### config.mk
export PLATFORM = sky130hd
export DESIGN_NAME = adsq_ctrl
export DESIGN_NICKNAME = d
export VERILOG_FILES = /design/src/adsq_pkg.sv /design/src/adsq_ctrl.sv /design/src/adsq_result_fifo.sv
export SDC_FILE = /design/constraint.sdc
export NUM_CORES = 1
export LEC_CHECK = 0
export ABC_AREA = 0
export ABC_CLOCK_PERIOD_IN_PS = 9300
export CORE_ASPECT_RATIO = 0.75
export CORE_UTILIZATION = 45
export CTS_BUF_LIST = sky130_fd_sc_hd__clkbuf_8
export CTS_CLUSTER_DIAMETER = 100
export DETAILED_ROUTE_END_ITERATION = 10
export DONT_BUFFER_PORTS = 1
export GPL_TIMING_DRIVEN = 0
export PLACE_DENSITY = 0.67
export REMOVE_ABC_BUFFERS = 1
export SLEW_MARGIN = 20
export SYNTH_ARGS = -nofsm -noshare
export SYNTH_HDL_FRONTEND = slang
export SYNTH_SLANG_ARGS = --single-unit
export TNS_END_PERCENT = 10
### constraint.sdc
create_clock -name clk_sys -period 9.3 [get_ports clk_sys]
set_input_delay 0.93 -clock clk_sys [delete_from_list [all_inputs] [get_ports clk_sys]]
set_output_delay 0.93 -clock clk_sys [all_outputs]
set_load 0.03 [all_outputs]
### src/adsq_pkg.sv
// Purpose: Shared constants and types of the converter sequencer control
// Assumes: 125 MHz system clock, 12-bit register byte address
// Notes: Register offsets are byte addresses

package adsq_pkg;
  localparam int NSEQ = 4;
  localparam int RES_W = 10;
  localparam int ACC_W = 16;
  localparam int NIB = 4;
  localparam int PRI_W = 2;
  localparam int SEQ_DEPTH [NSEQ] = '{8, 4, 4, 1};

  // ****************************************
  // Register map
  // ****************************************
  localparam logic [11:0] OFS_RUN = 12'h000;
  localparam logic [11:0] OFS_RIS = 12'h004;
  localparam logic [11:0] OFS_IM = 12'h008;
  localparam logic [11:0] OFS_ISC = 12'h00C;
  localparam logic [11:0] OFS_OSTAT = 12'h010;
  localparam logic [11:0] OFS_EMUX = 12'h014;
  localparam logic [11:0] OFS_USTAT = 12'h018;
  localparam logic [11:0] OFS_PRI = 12'h020;
  localparam logic [11:0] OFS_PSSI = 12'h028;
  localparam logic [11:0] OFS_SAC = 12'h030;
  localparam logic [11:0] OFS_SS_BASE = 12'h040;
  localparam logic [11:0] OFS_SS_STEP = 12'h020;
  localparam logic [11:0] OFS_SS_MUX = 12'h000;
  localparam logic [11:0] OFS_SS_CTL = 12'h004;
  localparam logic [11:0] OFS_SS_FIFO = 12'h008;
  localparam logic [11:0] OFS_SS_FSTAT = 12'h00C;
  localparam logic [15:0] RST_PRI = 16'h3210;
  localparam logic [2:0] SAC_MAX = 3'h6;

  // ****************************************
  // Field positions and codes
  // ****************************************
  localparam int CTL_DIFF = 0;
  localparam int CTL_END = 1;
  localparam int CTL_IE = 2;
  localparam int CTL_TEMP = 3;
  localparam int FST_TAIL = 0;
  localparam int FST_HEAD = 4;
  localparam int FST_EMPTY = 8;
  localparam int FST_FULL = 12;
  localparam logic [3:0] TRG_SW = 4'h0;
  localparam logic [3:0] TRG_CMP0 = 4'h1;
  localparam logic [3:0] TRG_CMP1 = 4'h2;
  localparam logic [3:0] TRG_CMP2 = 4'h3;
  localparam logic [3:0] TRG_GPIO = 4'h4;
  localparam logic [3:0] TRG_TIMER = 4'h5;
  localparam logic [3:0] TRG_ALWAYS = 4'hF;

  // ****************************************
  // Timing
  // ****************************************
  localparam int SYS_CLK_KHZ = 125000;
  localparam int ADC_TGT_KHZ = 16667;
  localparam int ADC_DIV = (SYS_CLK_KHZ + ADC_TGT_KHZ - 1) / ADC_TGT_KHZ;
  localparam logic [2:0] ADC_DIV_LAST = 3'(ADC_DIV - 1);

  typedef struct packed {
    logic [2:0] cmp;
    logic gpio;
    logic timer;
  } adsq_trig_t;

  typedef struct packed {
    logic start;
    logic diff;
    logic temp;
    logic [3:0] pos;
    logic [3:0] neg;
  } adsq_conv_t;

  typedef enum logic [1:0] {
    ST_IDLE = 2'b00,
    ST_START = 2'b01,
    ST_WAIT = 2'b11,
    ST_STORE = 2'b10
  } adsq_state_t;
endpackage

### src/adsq_ctrl.sv
// Purpose: Four-sequencer control of a 10-bit converter with result queues
// Assumes: Converter handshake and triggers are asynchronous to clk_sys
// Notes: Registers answer reads one cycle after the read strobe

`timescale 1ns/10ps

module adsq_ctrl
  import adsq_pkg::*;
(
  input wire logic clk_sys,
  input wire logic rst_b,
  input wire logic ce,
  input wire logic [11:0] reg_addr,
  input wire logic [31:0] reg_wdata,
  input wire logic reg_wr,
  input wire logic reg_rd,
  output logic [31:0] reg_rdata_r,
  input wire adsq_trig_t trig_in,
  input wire logic conv_done,
  input wire logic [RES_W-1:0] conv_result,
  output adsq_conv_t conv_req_r,
  output logic irq_r
);
  // ****************************************
  // State
  // ****************************************
  logic [NSEQ-1:0] run_r;
  logic [NSEQ-1:0] raw_r;
  logic [NSEQ-1:0] mask_r;
  logic [NSEQ-1:0] ovf_r;
  logic [NSEQ-1:0] unf_r;
  logic [NSEQ-1:0] pend_r;
  logic [15:0] emux_r;
  logic [15:0] pri_r;
  logic [2:0] sac_r;
  logic [31:0] mux_r [NSEQ];
  logic [31:0] ctl_r [NSEQ];
  adsq_state_t st_r;
  logic [1:0] cur_r;
  logic [2:0] step_r;
  logic [5:0] avg_cnt_r;
  logic [ACC_W-1:0] acc_r;
  logic [2:0] div_r;
  adsq_trig_t trig_s1_r;
  adsq_trig_t trig_s2_r;
  adsq_trig_t trig_s3_r;
  logic done_s1_r;
  logic done_s2_r;
  logic done_s3_r;
  logic [RES_W-1:0] res_s1_r;
  logic [RES_W-1:0] res_s2_r;

  logic tick;
  logic done_rise;
  adsq_trig_t trig_rise;
  logic [NSEQ-1:0] trig_hit;
  logic [NSEQ-1:0] take;
  logic grant_v;
  logic [1:0] grant_idx;
  logic [3:0] mux_nib;
  logic [3:0] ctl_nib;
  logic last_v;
  logic [2:0] sac_eff;
  logic avg_last;
  logic [NSEQ-1:0] push;
  logic [NSEQ-1:0] pop;
  logic [RES_W-1:0] head_data [NSEQ];
  logic [3:0] wr_ptr [NSEQ];
  logic [3:0] rd_ptr [NSEQ];
  logic [NSEQ-1:0] q_full;
  logic [NSEQ-1:0] q_empty;
  logic [NSEQ-1:0] q_ovf;
  logic [NSEQ-1:0] q_unf;
  logic [NSEQ-1:0] ie_set;
  logic wr_isc;
  logic rd_isc;

  function automatic logic [11:0] ss_addr(input int n, input logic [11:0] ofs);
    ss_addr = 12'(OFS_SS_BASE + n * OFS_SS_STEP + ofs);
  endfunction

  // ****************************************
  // Synchronisers and pacing
  // ****************************************
  always_ff @(posedge clk_sys or negedge rst_b)
  begin
    if (!rst_b)
    begin
      trig_s1_r <= '0;
      trig_s2_r <= '0;
      trig_s3_r <= '0;
      done_s1_r <= 1'b0;
      done_s2_r <= 1'b0;
      done_s3_r <= 1'b0;
      res_s1_r <= '0;
      res_s2_r <= '0;
    end
    else if (ce)
    begin
      trig_s1_r <= trig_in;
      trig_s2_r <= trig_s1_r;
      trig_s3_r <= trig_s2_r;
      done_s1_r <= conv_done;
      done_s2_r <= done_s1_r;
      done_s3_r <= done_s2_r;
      res_s1_r <= conv_result;
      res_s2_r <= res_s1_r;
    end
  end

  assign trig_rise = trig_s2_r & ~trig_s3_r;
  assign done_rise = done_s2_r && !done_s3_r;

  always_ff @(posedge clk_sys or negedge rst_b)
  begin
    if (!rst_b)
    begin
      div_r <= '0;
    end
    else if (ce)
    begin
      div_r <= (div_r == ADC_DIV_LAST) ? '0 : div_r + 1'b1;
    end
  end

  assign tick = (div_r == '0);

  // ****************************************
  // Register writes
  // ****************************************
  assign wr_isc = reg_wr && (reg_addr == OFS_ISC);
  assign rd_isc = reg_rd && (reg_addr == OFS_ISC);

  always_ff @(posedge clk_sys or negedge rst_b)
  begin
    if (!rst_b)
    begin
      run_r <= '0;
      mask_r <= '0;
      emux_r <= '0;
      pri_r <= RST_PRI;
      sac_r <= '0;
      for (int n = 0; n < NSEQ; n++)
      begin
        mux_r[n] <= '0;
        ctl_r[n] <= '0;
      end
    end
    else if (ce && reg_wr)
    begin
      unique case (reg_addr)
        OFS_RUN: run_r <= reg_wdata[NSEQ-1:0];
        OFS_IM: mask_r <= reg_wdata[NSEQ-1:0];
        OFS_EMUX: emux_r <= reg_wdata[15:0];
        OFS_PRI: pri_r <= reg_wdata[15:0];
        OFS_SAC: sac_r <= reg_wdata[2:0];
        default:
        begin
        end
      endcase
      for (int n = 0; n < NSEQ; n++)
      begin
        if (reg_addr == ss_addr(n, OFS_SS_MUX))
        begin
          mux_r[n] <= reg_wdata;
        end
        if (reg_addr == ss_addr(n, OFS_SS_CTL))
        begin
          ctl_r[n] <= reg_wdata;
        end
      end
    end
  end

  // ****************************************
  // Status flags, set wins over clear
  // ****************************************
  always_ff @(posedge clk_sys or negedge rst_b)
  begin
    if (!rst_b)
    begin
      raw_r <= '0;
      ovf_r <= '0;
      unf_r <= '0;
      irq_r <= 1'b0;
    end
    else if (ce)
    begin
      raw_r <= (raw_r & ~(wr_isc ? reg_wdata[NSEQ-1:0] : '0)) | ie_set;
      ovf_r <= (ovf_r & ~((reg_wr && reg_addr == OFS_OSTAT) ? reg_wdata[NSEQ-1:0] : '0))
        | q_ovf;
      unf_r <= (unf_r & ~((reg_wr && reg_addr == OFS_USTAT) ? reg_wdata[NSEQ-1:0] : '0))
        | q_unf;
      irq_r <= |(raw_r & mask_r);
    end
  end

  // ****************************************
  // Triggers and arbitration
  // ****************************************
  always_comb
  begin
    trig_hit = '0;
    for (int n = 0; n < NSEQ; n++)
    begin
      unique case (emux_r[n*NIB +: NIB])
        TRG_SW: trig_hit[n] = reg_wr && (reg_addr == OFS_PSSI) && reg_wdata[n];
        TRG_CMP0: trig_hit[n] = trig_rise.cmp[0];
        TRG_CMP1: trig_hit[n] = trig_rise.cmp[1];
        TRG_CMP2: trig_hit[n] = trig_rise.cmp[2];
        TRG_GPIO: trig_hit[n] = trig_rise.gpio;
        TRG_TIMER: trig_hit[n] = trig_rise.timer;
        TRG_ALWAYS: trig_hit[n] = 1'b1;
        default: trig_hit[n] = 1'b0;
      endcase
    end
  end

  always_comb
  begin
    grant_v = 1'b0;
    grant_idx = '0;
    for (int n = 0; n < NSEQ; n++)
    begin
      if (pend_r[n] && run_r[n] && (!grant_v
          || pri_r[n*NIB +: PRI_W] < pri_r[grant_idx*NIB +: PRI_W]))
      begin
        grant_v = 1'b1;
        grant_idx = 2'(n);
      end
    end
  end

  assign take = (st_r == ST_IDLE && grant_v) ? NSEQ'(1) << grant_idx : '0;

  always_ff @(posedge clk_sys or negedge rst_b)
  begin
    if (!rst_b)
    begin
      pend_r <= '0;
    end
    else if (ce)
    begin
      pend_r <= ((pend_r & ~take) | (trig_hit & run_r)) & run_r;
    end
  end

  // ****************************************
  // Step sequencing and averaging
  // ****************************************
  assign mux_nib = mux_r[cur_r][step_r*NIB +: NIB];
  assign ctl_nib = ctl_r[cur_r][step_r*NIB +: NIB];
  assign last_v = ctl_nib[CTL_END] || (step_r == 3'(SEQ_DEPTH[cur_r] - 1));
  assign sac_eff = (sac_r > SAC_MAX) ? SAC_MAX : sac_r;
  assign avg_last = (avg_cnt_r == 6'((7'd1 << sac_eff) - 7'd1));
  assign push = (st_r == ST_STORE) ? NSEQ'(1) << cur_r : '0;
  assign ie_set = (st_r == ST_STORE && ctl_nib[CTL_IE]) ? push : '0;

  always_ff @(posedge clk_sys or negedge rst_b)
  begin
    if (!rst_b)
    begin
      st_r <= ST_IDLE;
      cur_r <= '0;
      step_r <= '0;
      avg_cnt_r <= '0;
      acc_r <= '0;
      conv_req_r <= '0;
    end
    else if (ce)
    begin
      conv_req_r.start <= 1'b0;
      unique case (st_r)
        ST_IDLE:
        begin
          if (grant_v)
          begin
            cur_r <= grant_idx;
            step_r <= '0;
            avg_cnt_r <= '0;
            acc_r <= '0;
            st_r <= ST_START;
          end
        end
        ST_START:
        begin
          if (tick)
          begin
            conv_req_r.start <= 1'b1;
            conv_req_r.diff <= ctl_nib[CTL_DIFF];
            conv_req_r.temp <= ctl_nib[CTL_TEMP];
            conv_req_r.pos <= ctl_nib[CTL_DIFF] ? {mux_nib[2:0], 1'b0} : mux_nib;
            conv_req_r.neg <= ctl_nib[CTL_DIFF] ? {mux_nib[2:0], 1'b1} : '0;
            st_r <= ST_WAIT;
          end
        end
        ST_WAIT:
        begin
          if (done_rise)
          begin
            acc_r <= acc_r + ACC_W'(res_s2_r);
            avg_cnt_r <= avg_cnt_r + 1'b1;
            st_r <= avg_last ? ST_STORE : ST_START;
          end
        end
        ST_STORE:
        begin
          acc_r <= '0;
          avg_cnt_r <= '0;
          step_r <= step_r + 1'b1;
          st_r <= last_v ? ST_IDLE : ST_START;
        end
      endcase
    end
  end

  // ****************************************
  // Result queues
  // ****************************************
  genvar g;
  generate
    for (g = 0; g < NSEQ; g++)
    begin : gen_q
      assign pop[g] = ce && reg_rd && (reg_addr == ss_addr(g, OFS_SS_FIFO));

      adsq_result_fifo #(
        .DEPTH(SEQ_DEPTH[g])
      ) u_fifo (
        .clk_sys(clk_sys),
        .rst_b(rst_b),
        .ce(ce),
        .push(push[g]),
        .push_data(RES_W'(acc_r >> sac_eff)),
        .pop(pop[g]),
        .head_data(head_data[g]),
        .wr_ptr(wr_ptr[g]),
        .rd_ptr(rd_ptr[g]),
        .full(q_full[g]),
        .empty(q_empty[g]),
        .overflow(q_ovf[g]),
        .underflow(q_unf[g])
      );
    end
  endgenerate

  // ****************************************
  // Register reads
  // ****************************************
  always_ff @(posedge clk_sys or negedge rst_b)
  begin
    if (!rst_b)
    begin
      reg_rdata_r <= '0;
    end
    else if (ce && reg_rd)
    begin
      reg_rdata_r <= '0;
      unique case (reg_addr)
        OFS_RUN: reg_rdata_r[NSEQ-1:0] <= run_r;
        OFS_RIS: reg_rdata_r[NSEQ-1:0] <= raw_r;
        OFS_IM: reg_rdata_r[NSEQ-1:0] <= mask_r;
        OFS_ISC: reg_rdata_r[NSEQ-1:0] <= raw_r & mask_r;
        OFS_OSTAT: reg_rdata_r[NSEQ-1:0] <= ovf_r;
        OFS_EMUX: reg_rdata_r[15:0] <= emux_r;
        OFS_USTAT: reg_rdata_r[NSEQ-1:0] <= unf_r;
        OFS_PRI: reg_rdata_r[15:0] <= pri_r;
        OFS_SAC: reg_rdata_r[2:0] <= sac_r;
        default:
        begin
        end
      endcase
      for (int n = 0; n < NSEQ; n++)
      begin
        if (reg_addr == ss_addr(n, OFS_SS_MUX))
          reg_rdata_r <= mux_r[n];
        if (reg_addr == ss_addr(n, OFS_SS_CTL))
          reg_rdata_r <= ctl_r[n];
        if (reg_addr == ss_addr(n, OFS_SS_FIFO))
          reg_rdata_r <= {22'h000000, head_data[n]};
        if (reg_addr == ss_addr(n, OFS_SS_FSTAT))
        begin
          reg_rdata_r <= '0;
          reg_rdata_r[FST_TAIL +: 4] <= rd_ptr[n];
          reg_rdata_r[FST_HEAD +: 4] <= wr_ptr[n];
          reg_rdata_r[FST_EMPTY] <= q_empty[n];
          reg_rdata_r[FST_FULL] <= q_full[n];
        end
      end
    end
  end
endmodule

### src/adsq_result_fifo.sv
// Purpose: Circular result queue of one sequencer
// Assumes: Push and pop come from logic on clk_sys
// Notes: Push when full is dropped, pop when empty returns stale data

`timescale 1ns/10ps

module adsq_result_fifo
  import adsq_pkg::*;
#(
  parameter int DEPTH = 8
)
(
  input wire logic clk_sys,
  input wire logic rst_b,
  input wire logic ce,
  input wire logic push,
  input wire logic [RES_W-1:0] push_data,
  input wire logic pop,
  output logic [RES_W-1:0] head_data,
  output logic [3:0] wr_ptr,
  output logic [3:0] rd_ptr,
  output logic full,
  output logic empty,
  output logic overflow,
  output logic underflow
);
  localparam int AW = (DEPTH > 1) ? $clog2(DEPTH) : 1;
  localparam logic [AW-1:0] LAST = AW'(DEPTH - 1);
  localparam logic [AW:0] CNT_FULL = (AW + 1)'(DEPTH);

  logic [RES_W-1:0] mem [DEPTH];
  logic [AW-1:0] wr_ptr_r;
  logic [AW-1:0] rd_ptr_r;
  logic [AW:0] cnt_r;
  logic do_push;
  logic do_pop;

  assign full = (cnt_r == CNT_FULL);
  assign empty = (cnt_r == '0);
  assign do_push = push && !full;
  assign do_pop = pop && !empty;
  assign overflow = push && full;
  assign underflow = pop && empty;
  assign head_data = mem[rd_ptr_r];
  assign wr_ptr = 4'(wr_ptr_r);
  assign rd_ptr = 4'(rd_ptr_r);

  always_ff @(posedge clk_sys)
  begin
    if (ce && do_push)
    begin
      mem[wr_ptr_r] <= push_data;
    end
  end

  always_ff @(posedge clk_sys or negedge rst_b)
  begin
    if (!rst_b)
    begin
      wr_ptr_r <= '0;
      rd_ptr_r <= '0;
      cnt_r <= '0;
    end
    else if (ce)
    begin
      if (do_push)
      begin
        wr_ptr_r <= (wr_ptr_r == LAST) ? '0 : wr_ptr_r + 1'b1;
      end
      if (do_pop)
      begin
        rd_ptr_r <= (rd_ptr_r == LAST) ? '0 : rd_ptr_r + 1'b1;
      end
      if (do_push && !do_pop)
      begin
        cnt_r <= cnt_r + 1'b1;
      end
      else if (do_pop && !do_push)
      begin
        cnt_r <= cnt_r - 1'b1;
      end
    end
  end
endmodule

## Word-level counts from Yosys, hierarchy flattened

Memories as Yosys holds them, arrays and structs flattened.
Index checks and enable logic that the tools add are counted.

- Multipliers: 0
- Reduce and logical (&&, ||, !) cells: 124
- Eq/ne operators: 68
- Mux-type cells: 89
- $lt $le $gt $ge: 5
- $add $sub $neg: 22
- Bitwise logic cells: 18
- Div/mod/pow operators: 0
- Shift operators: 8

Operator list:

| cell | count |
|---|---|
| 32-bit 2-to-1 mux | 20 |
| 32-bit binary-select mux with 2-bit select | 3 |
| 12-bit by 7-bit equality test with 1-bit output (second input constant) | 8 |
| 12-bit by 8-bit equality test with 1-bit output (second input constant) | 8 |
| 32-bit by 6-bit variable part select with 4-bit output | 2 |
| 1-bit logical AND | 52 |
| 2-bit AND reduction | 25 |
| 16-bit one-hot mux with 3 select lines | 1 |
| 4-bit 2-to-1 mux | 10 |
| 12-bit by 5-bit equality test with 1-bit output (second input constant) | 3 |
| 12-bit by 6-bit equality test with 1-bit output (second input constant) | 3 |
| 3-bit 2-to-1 mux | 11 |
| 4-bit by 2-bit equality test with 1-bit output (second input constant) | 8 |
| 4-bit by 3-bit equality test with 1-bit output (second input constant) | 8 |
| 16-bit 2-to-1 mux | 2 |
| 16-bit by 5-bit variable part select with 2-bit output | 2 |
| 4-bit AND | 7 |
| 1-bit one-hot mux with 7 select lines | 4 |
| 3-bit one-hot mux with 9 select lines | 1 |
| 12-bit by 4-bit equality test with 1-bit output (second input constant) | 2 |
| 2-bit 2-to-1 mux | 12 |
| 12-bit one-hot mux with 2 select lines | 1 |
| 11-bit 2-to-1 mux | 2 |
| 4-bit equality test (second input constant) | 5 |
| other kinds (47) | 134 |

- Memories: 4
- Bits in latches: 0
- Memory bits (writable): 170
- Register bits after elaboration: 457
- Bits of input ports: 65
- Output and inout bits: 44
- Bits in read-only memories: 0
- Logic and storage cells: 394

Memory list:

| memory | depth | bits a word | rd ports | clocked after memory_dff | write ports | line | source |
|---|---|---|---|---|---|---|---|
| gen_q[0].u_fifo.mem | 8 | 10 | 1 | 0 | 1 | adsq_result_fifo.sv:31 | `logic [RES_W-1:0] mem [DEPTH];` |
| gen_q[1].u_fifo.mem | 4 | 10 | 1 | 0 | 1 | adsq_result_fifo.sv:31 |  |
| gen_q[2].u_fifo.mem | 4 | 10 | 1 | 0 | 1 | adsq_result_fifo.sv:31 |  |
| gen_q[3].u_fifo.mem | 1 | 10 | 1 | 0 | 1 | adsq_result_fifo.sv:31 |  |

## Longest topological paths before layout

Gate-level depths: netlist of run 1.

- Word-level depth: 22
- Mapped depth: 17
- Gate-level depth less buffers: 17

## Modules after synthesis

A second synthesis of run 1 with hierarchy kept.

- Cells, all modules: 2413
- Area, all modules: 31477.7 um^2

By module, submodules not included:

| module | instances | cells an instance | area an instance (um^2) |
|---|---|---|---|
| adsq_ctrl | 1 | 1991 | 23244.8 |
| adsq_result_fifo (gen_q[1].u_fifo ...) | 2 | 99 | 1950.6 |
| adsq_result_fifo (gen_q[0].u_fifo) | 1 | 189 | 3791.1 |
| adsq_result_fifo (gen_q[3].u_fifo) | 1 | 35 | 540.5 |

## Worst setup path before layout of run 1

OpenSTA, ideal clock, no wires.

- Path kind: input port to flip-flop
- Start: in reg_addr[9]
- End: reg gen_q[0].u_fifo.cnt_r[3]
- Setup slack: 5.910 ns
- Buffers on the path: 0
- Arrival time: 3.264 ns
- Stages on the path: 12
- Path through: nor4_4 nand4_1 nor2_1 nand3_1 ha_1 inv_1 ha_1 a21o_1 a21oi_1 xnor2_1 nor2_1 xor2_1

- Cells in the longest elaborated chain, start to end: 7
- Elaborated cells on any way between the ends: 9
- Those cells by class: eq/ne (1); mux (1); reduce/logical (7)

RTL lines:

| what | line | source |
|---|---|---|
| start, declared | adsq_ctrl.sv:13 | `input wire logic [11:0] reg_addr,` |
| 12-bit by 7-bit equality test with 1-bit output (*) | adsq_ctrl.sv:324 | `assign pop[g] = ce && reg_rd && (reg_addr == ss_addr(g, OFS_SS_FIFO));` |
| 1-bit logical AND (*) | adsq_ctrl.sv:324 |  |
| 1-bit logical AND (*) | adsq_result_fifo.sv:41 | `assign do_pop = pop && !empty;` |
| 1-bit logical NOT | adsq_result_fifo.sv:74 | `if (do_push && !do_pop)` |
| 1-bit logical AND | adsq_result_fifo.sv:74 |  |
| 2-bit nonzero test (no line) | n/a |  |
| 2-bit AND reduction (no line) | n/a |  |
| end signal, assigned | adsq_result_fifo.sv:76 | `cnt_r <= cnt_r + 1'b1;` |
| end signal, assigned | adsq_result_fifo.sv:80 | `cnt_r <= cnt_r - 1'b1;` |
| end, declared | adsq_result_fifo.sv:34 | `logic [AW:0] cnt_r;` |

Mark *: on every way between the ends. The rest lies on a longest branch, timed or not.
A chain may end at the register's enable or synchronous reset.

## Final worst setup path of run 1

- Start: reg pri_r[1]
- End: reg pend_r[0]

- Cells in the longest elaborated chain, start to end: 20
- Elaborated cells on any way between the ends: 26
- Those cells by class: order compare (3); shift (3); mux (7); bitwise (4); reduce/logical (9)

RTL lines:

| what | line | source |
|---|---|---|
| start, declared | adsq_ctrl.sv:34 | `logic [15:0] pri_r;` |
| start signal, assigned | adsq_ctrl.sv:155 | `OFS_PRI: pri_r <= reg_wdata[15:0];` |
| 2-bit < comparator | adsq_ctrl.sv:226 | `\|\| pri_r[n*NIB +: PRI_W] < pri_r[grant_idx*NIB +: PRI_W]))` |
| 1-bit logical OR | adsq_ctrl.sv:226 |  |
| 1-bit logical AND | adsq_ctrl.sv:225 | `if (pend_r[n] && run_r[n] && (!grant_v` |
| 1-bit 2-to-1 mux | adsq_ctrl.sv:225 |  |
| 16-bit by 5-bit variable part select with 2-bit output | adsq_ctrl.sv:226 |  |
| 2-bit < comparator | adsq_ctrl.sv:226 |  |
| 1-bit logical OR | adsq_ctrl.sv:226 |  |
| 1-bit logical AND | adsq_ctrl.sv:225 |  |
| [... 4 more ...] | n/a |  |
| 1-bit logical AND | adsq_ctrl.sv:225 |  |
| 2-bit 2-to-1 mux or 1-bit 2-to-1 mux (tied branches) | adsq_ctrl.sv:225 |  |
| 1-bit by 2-bit left shift with 4-bit output or 1-bit logical AND (tied branches) | adsq_ctrl.sv:234 | `assign take = (st_r == ST_IDLE && grant_v) ? NSEQ'(1) << grant_idx : '0;` |
| 4-bit 2-to-1 mux (*) | adsq_ctrl.sv:234 |  |
| 4-bit NOT (*) | adsq_ctrl.sv:244 | `pend_r <= ((pend_r & ~take) \| (trig_hit & run_r)) & run_r;` |
| 4-bit AND (*) | adsq_ctrl.sv:244 |  |
| 4-bit OR (*) | adsq_ctrl.sv:244 |  |
| 4-bit AND (*) | adsq_ctrl.sv:244 |  |
| end signal, assigned | adsq_ctrl.sv:244 |  |
| end, declared | adsq_ctrl.sv:32 | `logic [NSEQ-1:0] pend_r;` |

Marks and branches as above.

==> results of run 1 <==
[power by group through the flow]
stage	combinational, W	sequential, W	clock [W]
2_1_floorplan	0.000562	0.00324	0
4_1_cts	0.000821	0.00328	0.00230
3_5_place_dp	0.000819	0.00333	0
3_3_place_gp	0.000753	0.00333	0
6_report	0.000873	0.00329	0.00227
5_1_grt	0.000964	0.00331	0.00241
[final cells by class]
| class | count | area [µm²] |
|---|---|---|
| clock inverters | 67 | 328 |
| well taps | 882 | 1100 |
| fillers | 5757 | 33500 |
| clock buffers | 112 | 1540 |
| repair buffers | 41 | 532 |
| inverters | 26 | 97.6 |
| multi-input cells | 1493 | 13500 |
| flip-flops and latches | 624 | 16500 |
[logic make-up (layout without fill, tap and decap cells)]
family          after synthesis  after routing  synth area share (%)
compound gates              463            463                  10.5
xor+xnor                     27             27                 0.772
fa+ha+maj                    44             44                  1.90
buf+inv                     192            246                  2.71
flops                       624            624                  53.8
mux                         505            505                  22.7
simple gates                454            454                  7.61
[registers in the layout, summed over array words and instances (netlist names), 5 cells and up]
register               cells
acc_r                     16
conv_req_r                10
gen_q.u_fifo.wr_ptr_r      7
pri_r                     16
gen_q.u_fifo.rd_ptr_r      7
trig_s3_r                  5
trig_s2_r                  5
gen_q.u_fifo.mem         170
reg_rdata_r               32
mux_r                    128
res_s1_r                  10
gen_q.u_fifo.cnt_r        12
res_s2_r                  10
ctl_r                    128
avg_cnt_r                  6
trig_s1_r                  5
emux_r                    16
[per-stage QoR]
step           TNS [ns]  utilization (%)
2_1_floorplan         0                -
3_3_place_gp    -220.90             46.2
3_5_place_dp          0             47.1
4_1_cts               0             49.9
5_1_grt               0             50.1
6_report              0             50.1
[routing by layer]
layer / part of all wire [%] / vias to the layer above / global-route usage (%)
met2: 42 / 1351 / 38.7
met1: 41 / 11200 / 39.8
li1: - / 8909 / -
met4: 3.5 / 8 / 10.1
met5: 0.17 / - / 1.33
met3: 14 / 249 / 11.9
[how the worst max path moves through the flow]
| stage | start | to | slack [ns] |
|---|---|---|---|
| finish | pri_r[1] | pend_r[0] | 5.07 |
| global route | pri_r[1] | pend_r[0] | 4.91 |
| CTS | pri_r[1] | pend_r[0] | 5.21 |
| detailed placement | reg_addr[9] | ctl_r[102] | 4.71 |
| global placement | reg_addr[1] | ctl_r[83] | -3.17 |
| floorplan | reg_addr[3] | ctl_r[64] | 3.26 |
[cells in the final DEF, fill, tap and decap left out, types with 10 or more instances in the layout]
| cell type | n |
|---|---|
| dfrtp_1 | 443 |
| mux2_2 | 354 |
| edfxtp_1 | 170 |
| nand2_1 | 125 |
| mux4_2 | 115 |
| clkbuf_8 | 112 |
| nor2_1 | 105 |
| o21ai_0 | 91 |
| a21oi_1 | 87 |
| inv_1 | 62 |
| a22oi_1 | 45 |
| ha_1 | 40 |
| a222oi_1 | 34 |
| nand3_1 | 32 |
| nor3_1 | 29 |
| mux2i_1 | 28 |
| a31oi_1 | 25 |
| a221oi_1 | 24 |
| nand2b_1 | 20 |
| a22o_1 | 20 |
| a32oi_1 | 20 |
| nand4_1 | 19 |
| a21o_1 | 19 |
| xnor2_1 | 17 |
| and2_1 | 14 |
| o31ai_1 | 13 |
| clkinv_2 | 12 |
| buf_6 | 11 |
| nor2b_1 | 10 |
| a211oi_1 | 10 |
| xor2_1 | 10 |
| clkinv_1 | 10 |
[worst max-delay path, cell delays in order, from the launching register on]
cell	delay [ns]
dfrtp_1	0.58
inv_1	0.11
ha_1	0.33
a21oi_1	0.16
nor2_1	0.08
nor2_1	0.28
mux2i_1	0.32
ha_1	0.29
o311ai_0	0.10
nand2_1	0.21
nand2_1	0.10
o21ai_0	0.09
ha_1	0.28
nor2_1	0.04
a211oi_1	0.48
o211ai_1	0.27
o21ai_0	0.26
a21oi_1	0.10
[what timing repair did]
action | CTS | global route
hold endpoints to repair | 450 | 223
setup endpoints to repair | 0 | 0
setup buffers | 0 | 0
resized for setup | 0 | 0
==> qor.txt, run 1 <==
vias in the first global route -> 21800
Primary FF master, synth -> dfrtp_1
Fin. Hold Viols -> 0
clock tree from TritonCTS -> done
Sw Share -> 29.9%
CP max FO -> 5
I/O pin cnt -> 109
Hold Worst Slack -> 0.0497 ns
setup violation total in the final timing report -> 0
maxcap violations -> 0
IO Port Bufs -> 0
total iterations of the first detailed-routing run -> 7
Sw Pwr -> 0.00192 W
Reg clk slew, reported paths -> 0.06 ns
top post-synthesis cells by count -> 450 x dfrtp_1, 354 x mux2_2, 170 x edfxtp_1
Vias/cell -> 6.69
HP Class -> in2async
fin cells -> 3245
Die H -> 228 µm
Design Power -> 0.00643 W
layout cells sized above 1 -> 29.8%
RSZ-0062 raised after global routing -> false
post-DP HPWL -> 65.3 mm
Residual DRC -> 0
Worst R2R Path Depth -> 17
Flop pwr share -> 51.2%
Starting DRT DRC Count -> 3152
ys async rst share -> 72.8%
post-layout net count -> 2392
Critical R2R Launch -> pri_r[1]
sequential fraction of the synthesis area -> 53.8%
synth unique cells -> 82
Slew @ Worst Pin -> 1.43 ns
cell row count -> 82
Area Overhead vs Synth -> 9.77%
crit path capture type -> flip-flop
placed insts -> 3062
Worst-Skew Late Latency -> 0.73 ns
number of flops mapped to enable cells by yosys -> 170
Warnings, synthesis -> 0
status -> finished, final reports clean
clk buf depth -> 3
leading area contributor after synthesis -> dfrtp_1
Leak -> 14.0 nW
initial antenna violation count -> 2
top cells by area, synth -> dfrtp_1 37%, edfxtp_1 17%, mux2_2 13%, mux4_2 8.5%, ha_1 1.6%
Post-Syn Instances -> 2309
placed cell areas -> 31600 µm²
Int Pwr -> 0.00450 W
clk root buf -> clkbuf_8
fin worst setup slack -> 5.07 ns
synthesized area -> 30600 µm²
WL/cell -> 30.3 µm
skew final -> 0.0536 ns
largest net degree at the start of global routing -> 455
grt total ovfl -> 0
pins over their slew limit -> 0
CTS Sinks -> 624
reg-to-reg setup timing slack -> 5.07 ns
logic gate share of total power -> 13.6%
GRT Resource Usage Total -> 28.3%
most numerous cell in the Yosys netlist -> dfrtp_1
routed wire length -> 98.3 mm
share of Yosys cell area claimed by the top area cell type -> 36.8%
GP Congestion -> 1.03
Design Area, Final -> 33600 µm²
CTS H-Tree Depth -> 3
Syn Area/Cell -> 13.3 µm²
Final Critical Period -> 4.23 ns
slew margin rel. -> 4.78%
DR vias -> 21700
data arrival time of the critical path -> 4.82 ns
global-route wire length before repair -> 143 mm
Inserted Clock Buffers -> 97
crit path launch type -> flip-flop
data required time at the worst endpoint -> 9.89 ns
post-detailed-route count of antenna-violating nets -> 0
PD cells -> 191 nW/µm²
Reg2Reg Capture Point -> pend_r[0]
die area -> 69100 µm²
chip width -> 303 µm
Peak VDD IR -> 0.000121 V
fmax -> 236 MHz
Clock Power Share -> 35.3%
core area -> 67100 µm²
pre-CTS setup slack -> 4.71 ns
period utilization -> 45.5%
post-synthesis register bit count -> 624
Worst Setup Path Type -> reg2reg
starting density of the core -> 45.6%
ANT cells -> 0
Power figures use the tool's default switching activity.
==> inputs of run 2 (changes only) <==
ABC_CLOCK_PERIOD_IN_PS = 3700   (was 9300)
PLACE_DENSITY = 0.69   (was 0.67)
clock period = 3.7 ns   (was 9.3 ns; I/O delays follow)
==> run 2 against run 1 <==
  * The run now ends with hold timing, slew limit left
  * Power rose to 2.5 times the previous value
  * Clock power rose to 2.5 times the previous value
  * Design area rose by 1.6%
  * Sequential cell count did not move
  * Via count rose by 1.4%
  * Sequential share of layout area fell by 0.77 points
  * Register-to-register slack got worse by 4.9 ns
  * Clock skew fell by 0.0048 ns
  * Largest power group unchanged
==> qor.txt, run 2 (synthesis gave the netlist of run 1 again) <==
failing checks -> hold timing, slew limit
GP Congestion -> 1.03 (+0.62%)
setup_tns -> 0 ns (unchanged)
WL/cell -> 30.0 µm (-0.92%)
Final Critical Period -> 3.62 ns
Sw Share -> 29.7% (-0.23 points)
routed wire length -> 98.8 mm (+0.48%)
data arrival time of the critical path -> 4.22 ns (-0.60 ns)
Flop pwr share -> 50.5% (-0.7 points)
post-layout util -> 50.9% (+0.80 points)
CTS Sinks -> 624 (unchanged)
register area -> 16500 µm² (unchanged)
CP Cell Sequence -> nor2b_1, nand4_1, nor2_1, nand3_1, ha_1, inv_1, ha_1, a21o_1, a21oi_1, xnor2_1, nor2_1, xor2_1
Leak -> 14.2 nW (+1.3%)
post-layout net count -> 2445 (+2.2%)
Int Pwr -> 0.0114 W (+150%)
grt total ovfl -> 0 (unchanged)
data required time at the worst endpoint -> 4.30 ns (-5.59 ns)
clk root buf -> clkbuf_8
Slew @ Worst Pin -> 1.83 ns (+0.397 ns)
DR vias -> 22000 (+1.4%)
Starting DRT DRC Count -> 3098 (-1.7%)
starting density of the core -> 45.6% (unchanged)
HP Class -> in2async
area of the multi-input gates -> 13500 µm² (about the same)
status -> finished, violations left
largest net degree at the start of global routing -> 455 (unchanged)
Largest register FFs -> 170 (unchanged)
initial antenna violation count -> 5 (+3)
crit path launch type -> input pin
GRT Resource Usage Total -> 28.7% (+0.37 points)
total iterations of the first detailed-routing run -> 8 (+1)
core area -> 67100 µm² (unchanged)
most frequent cells in the layout -> 443 x dfrtp_1, 354 x mux2_2, 170 x edfxtp_1
Hold Worst Slack -> -0.662 ns (-0.711 ns)
Area Overhead vs Synth -> 11.5%
Design Area, Final -> 34200 µm² (+1.6%)
Worst Setup Path Type -> in2reg
slew margin rel. -> -21.7% (-26 points)
Sw Pwr -> 0.00483 W (+150%)
Residual DRC -> 0 (unchanged)
IO Port Bufs -> 0 (unchanged)
setup violation total in the final timing report -> 0 (unchanged)
filler instances -> 5596 (-2.8%)
cell row count -> 82 (unchanged)
layout cells sized above 1 -> 29.5% (-0.38 points)
Fin. Hold Viols -> 452 (+452)
clock tree from TritonCTS -> done
crit path capture type -> flip-flop
Post-CTS Hold Fix Bufs -> 54
RSZ-0062 raised after global routing -> false
chip width -> 303 µm (unchanged)
pins over their slew limit -> 188 (+188)
Reg clk slew, reported paths -> 0.07 ns (about the same)
top sig layer -> met5
crit-path max cell delay -> 0.85 ns (+0.27 ns)
die area -> 69100 µm² (unchanged)
PD cells -> 476 nW/µm² (+150%)
Met1 Wirelength -> 40.2 mm (+0.54%)
commonest non-fill, non-tap cell in the layout -> dfrtp_1
global-route wire length before repair -> 145 mm (+1.4%)
met3 wire len -> 12.7 mm (-5.0%)
placed cell areas -> 31700 µm² (+0.14%)
Inserted Clock Buffers -> 97 (unchanged)
Reg with most FFs -> gen_q.u_fifo.mem
CP max FO -> 11 (+6)
skew final -> 0.0488 ns (-0.00475 ns)
vias in the first global route -> 21900 (+0.66%)
post-detailed-route count of antenna-violating nets -> 0 (unchanged)
fmax -> 276 MHz
Clock Power Share -> 35.1% (-0.2 points)
post-DP HPWL -> 64.9 mm (-0.60%)
top flop regs -> gen_q.u_fifo.mem (170), ctl_r (128), mux_r (128)
I/O pin cnt -> 109 (unchanged)
Vias/cell -> 6.69 (about the same)
met2 WL -> 42.1 mm (+1.9%)
Peak VDD IR -> 0.000359 V (+200%)
CTS H-Tree Depth -> 3 (unchanged)
Worst-Skew Late Latency -> 0.74 ns (about the same)
clk buf depth -> 3 (unchanged)
CP max-delay cell -> nor2b_1
Die H -> 228 µm (unchanged)
maxcap violations -> 0 (unchanged)
period utilization -> 97.9%
logic gate share of total power -> 14.4% (+0.8 points)
## run 2: changes by cell type in the layout (fill, tap and decap cells not counted), sizes merged
cell         previous run  this run
dlygate4sd3             1        53
inv                    65        60
clkbuf                112       108
bufinv                  1         3
clkinv                 23        21
diode                   0         2
buf                    40        41
## run 2: cell type report
class,count,share of cell area [%]
Sequential cell,624,48.3
Clock inverter,62,1.07
Tap cell,882,3.23
Inverter,26,0.286
Antenna cell,2,0.0147
Timing Repair Buffer,94,3.17
Multi-Input combinational cell,1493,39.6
Clock buffer,108,4.35
## run 2: layer usage
layer  vias to the layer above  GRT usage (%)
met5                         -          0.840
met4                         6           10.2
li1                       9015              -
met1                     11300           40.5
met2                      1404           40.1
met3                       260           10.6
## run 2: what timing repair did
action / CTS / global route
resized for setup: 1 / 4
hold endpoints to repair: 817 / 454
setup buffers: 0 / 5
setup endpoints to repair: 3 / 6
pin swaps: 0 / 5
## run 2: worst paths after layout
kind                        startpoint                       end  slack, ns  depth (start not counted)
setup reg to reg              pri_r[5]                 pend_r[1]       0.19                         15
max in group asynchronous        rst_b                  cur_r[0]       2.74                          0
setup / recovery           reg_addr[6]  gen_q[0].u_fifo.cnt_r[3]       0.08                         12
hold / removal                   rst_b                mux_r[113]      -0.66                          0
hold reg to reg            res_s1_r[1]               res_s2_r[1]       0.50                          1
min in group clk_sys       reg_addr[2]            reg_rdata_r[8]       0.05                          4
## run 2: per-stage QoR
step,setup WS [ns],instances,power [W],hold WS [ns]
floorplan,-1.78,2143,0.00956,0.0744
global placement,-8.09,3025,0.0103,0.124
detailed placement,-0.350,3060,0.0105,0.125
CTS,0.00349,3284,0.0162,-0.659
global route,0.000591,3290,0.0168,-0.678
finish,0.0793,3291,0.0162,-0.662
## run 2: worst max-delay path, delay by kind of cell
family,cells,cell delay (ns)
AOI/OAI and AO/OA,2,0.34
buffers and inverters,1,0.13
and+or+nand+nor,5,2.48
xor gates and xnor gates,2,0.29
adders and majority gates,2,0.58
## run 2: power groups by stage
stage	combinational, W	clock (W)	sequential (W)
global placement	0.00190	0	0.00836
finish	0.00234	0.00570	0.00820
global route	0.00254	0.00607	0.00824
floorplan	0.00141	0	0.00814
CTS	0.00229	0.00577	0.00819
detailed placement	0.00217	0	0.00832
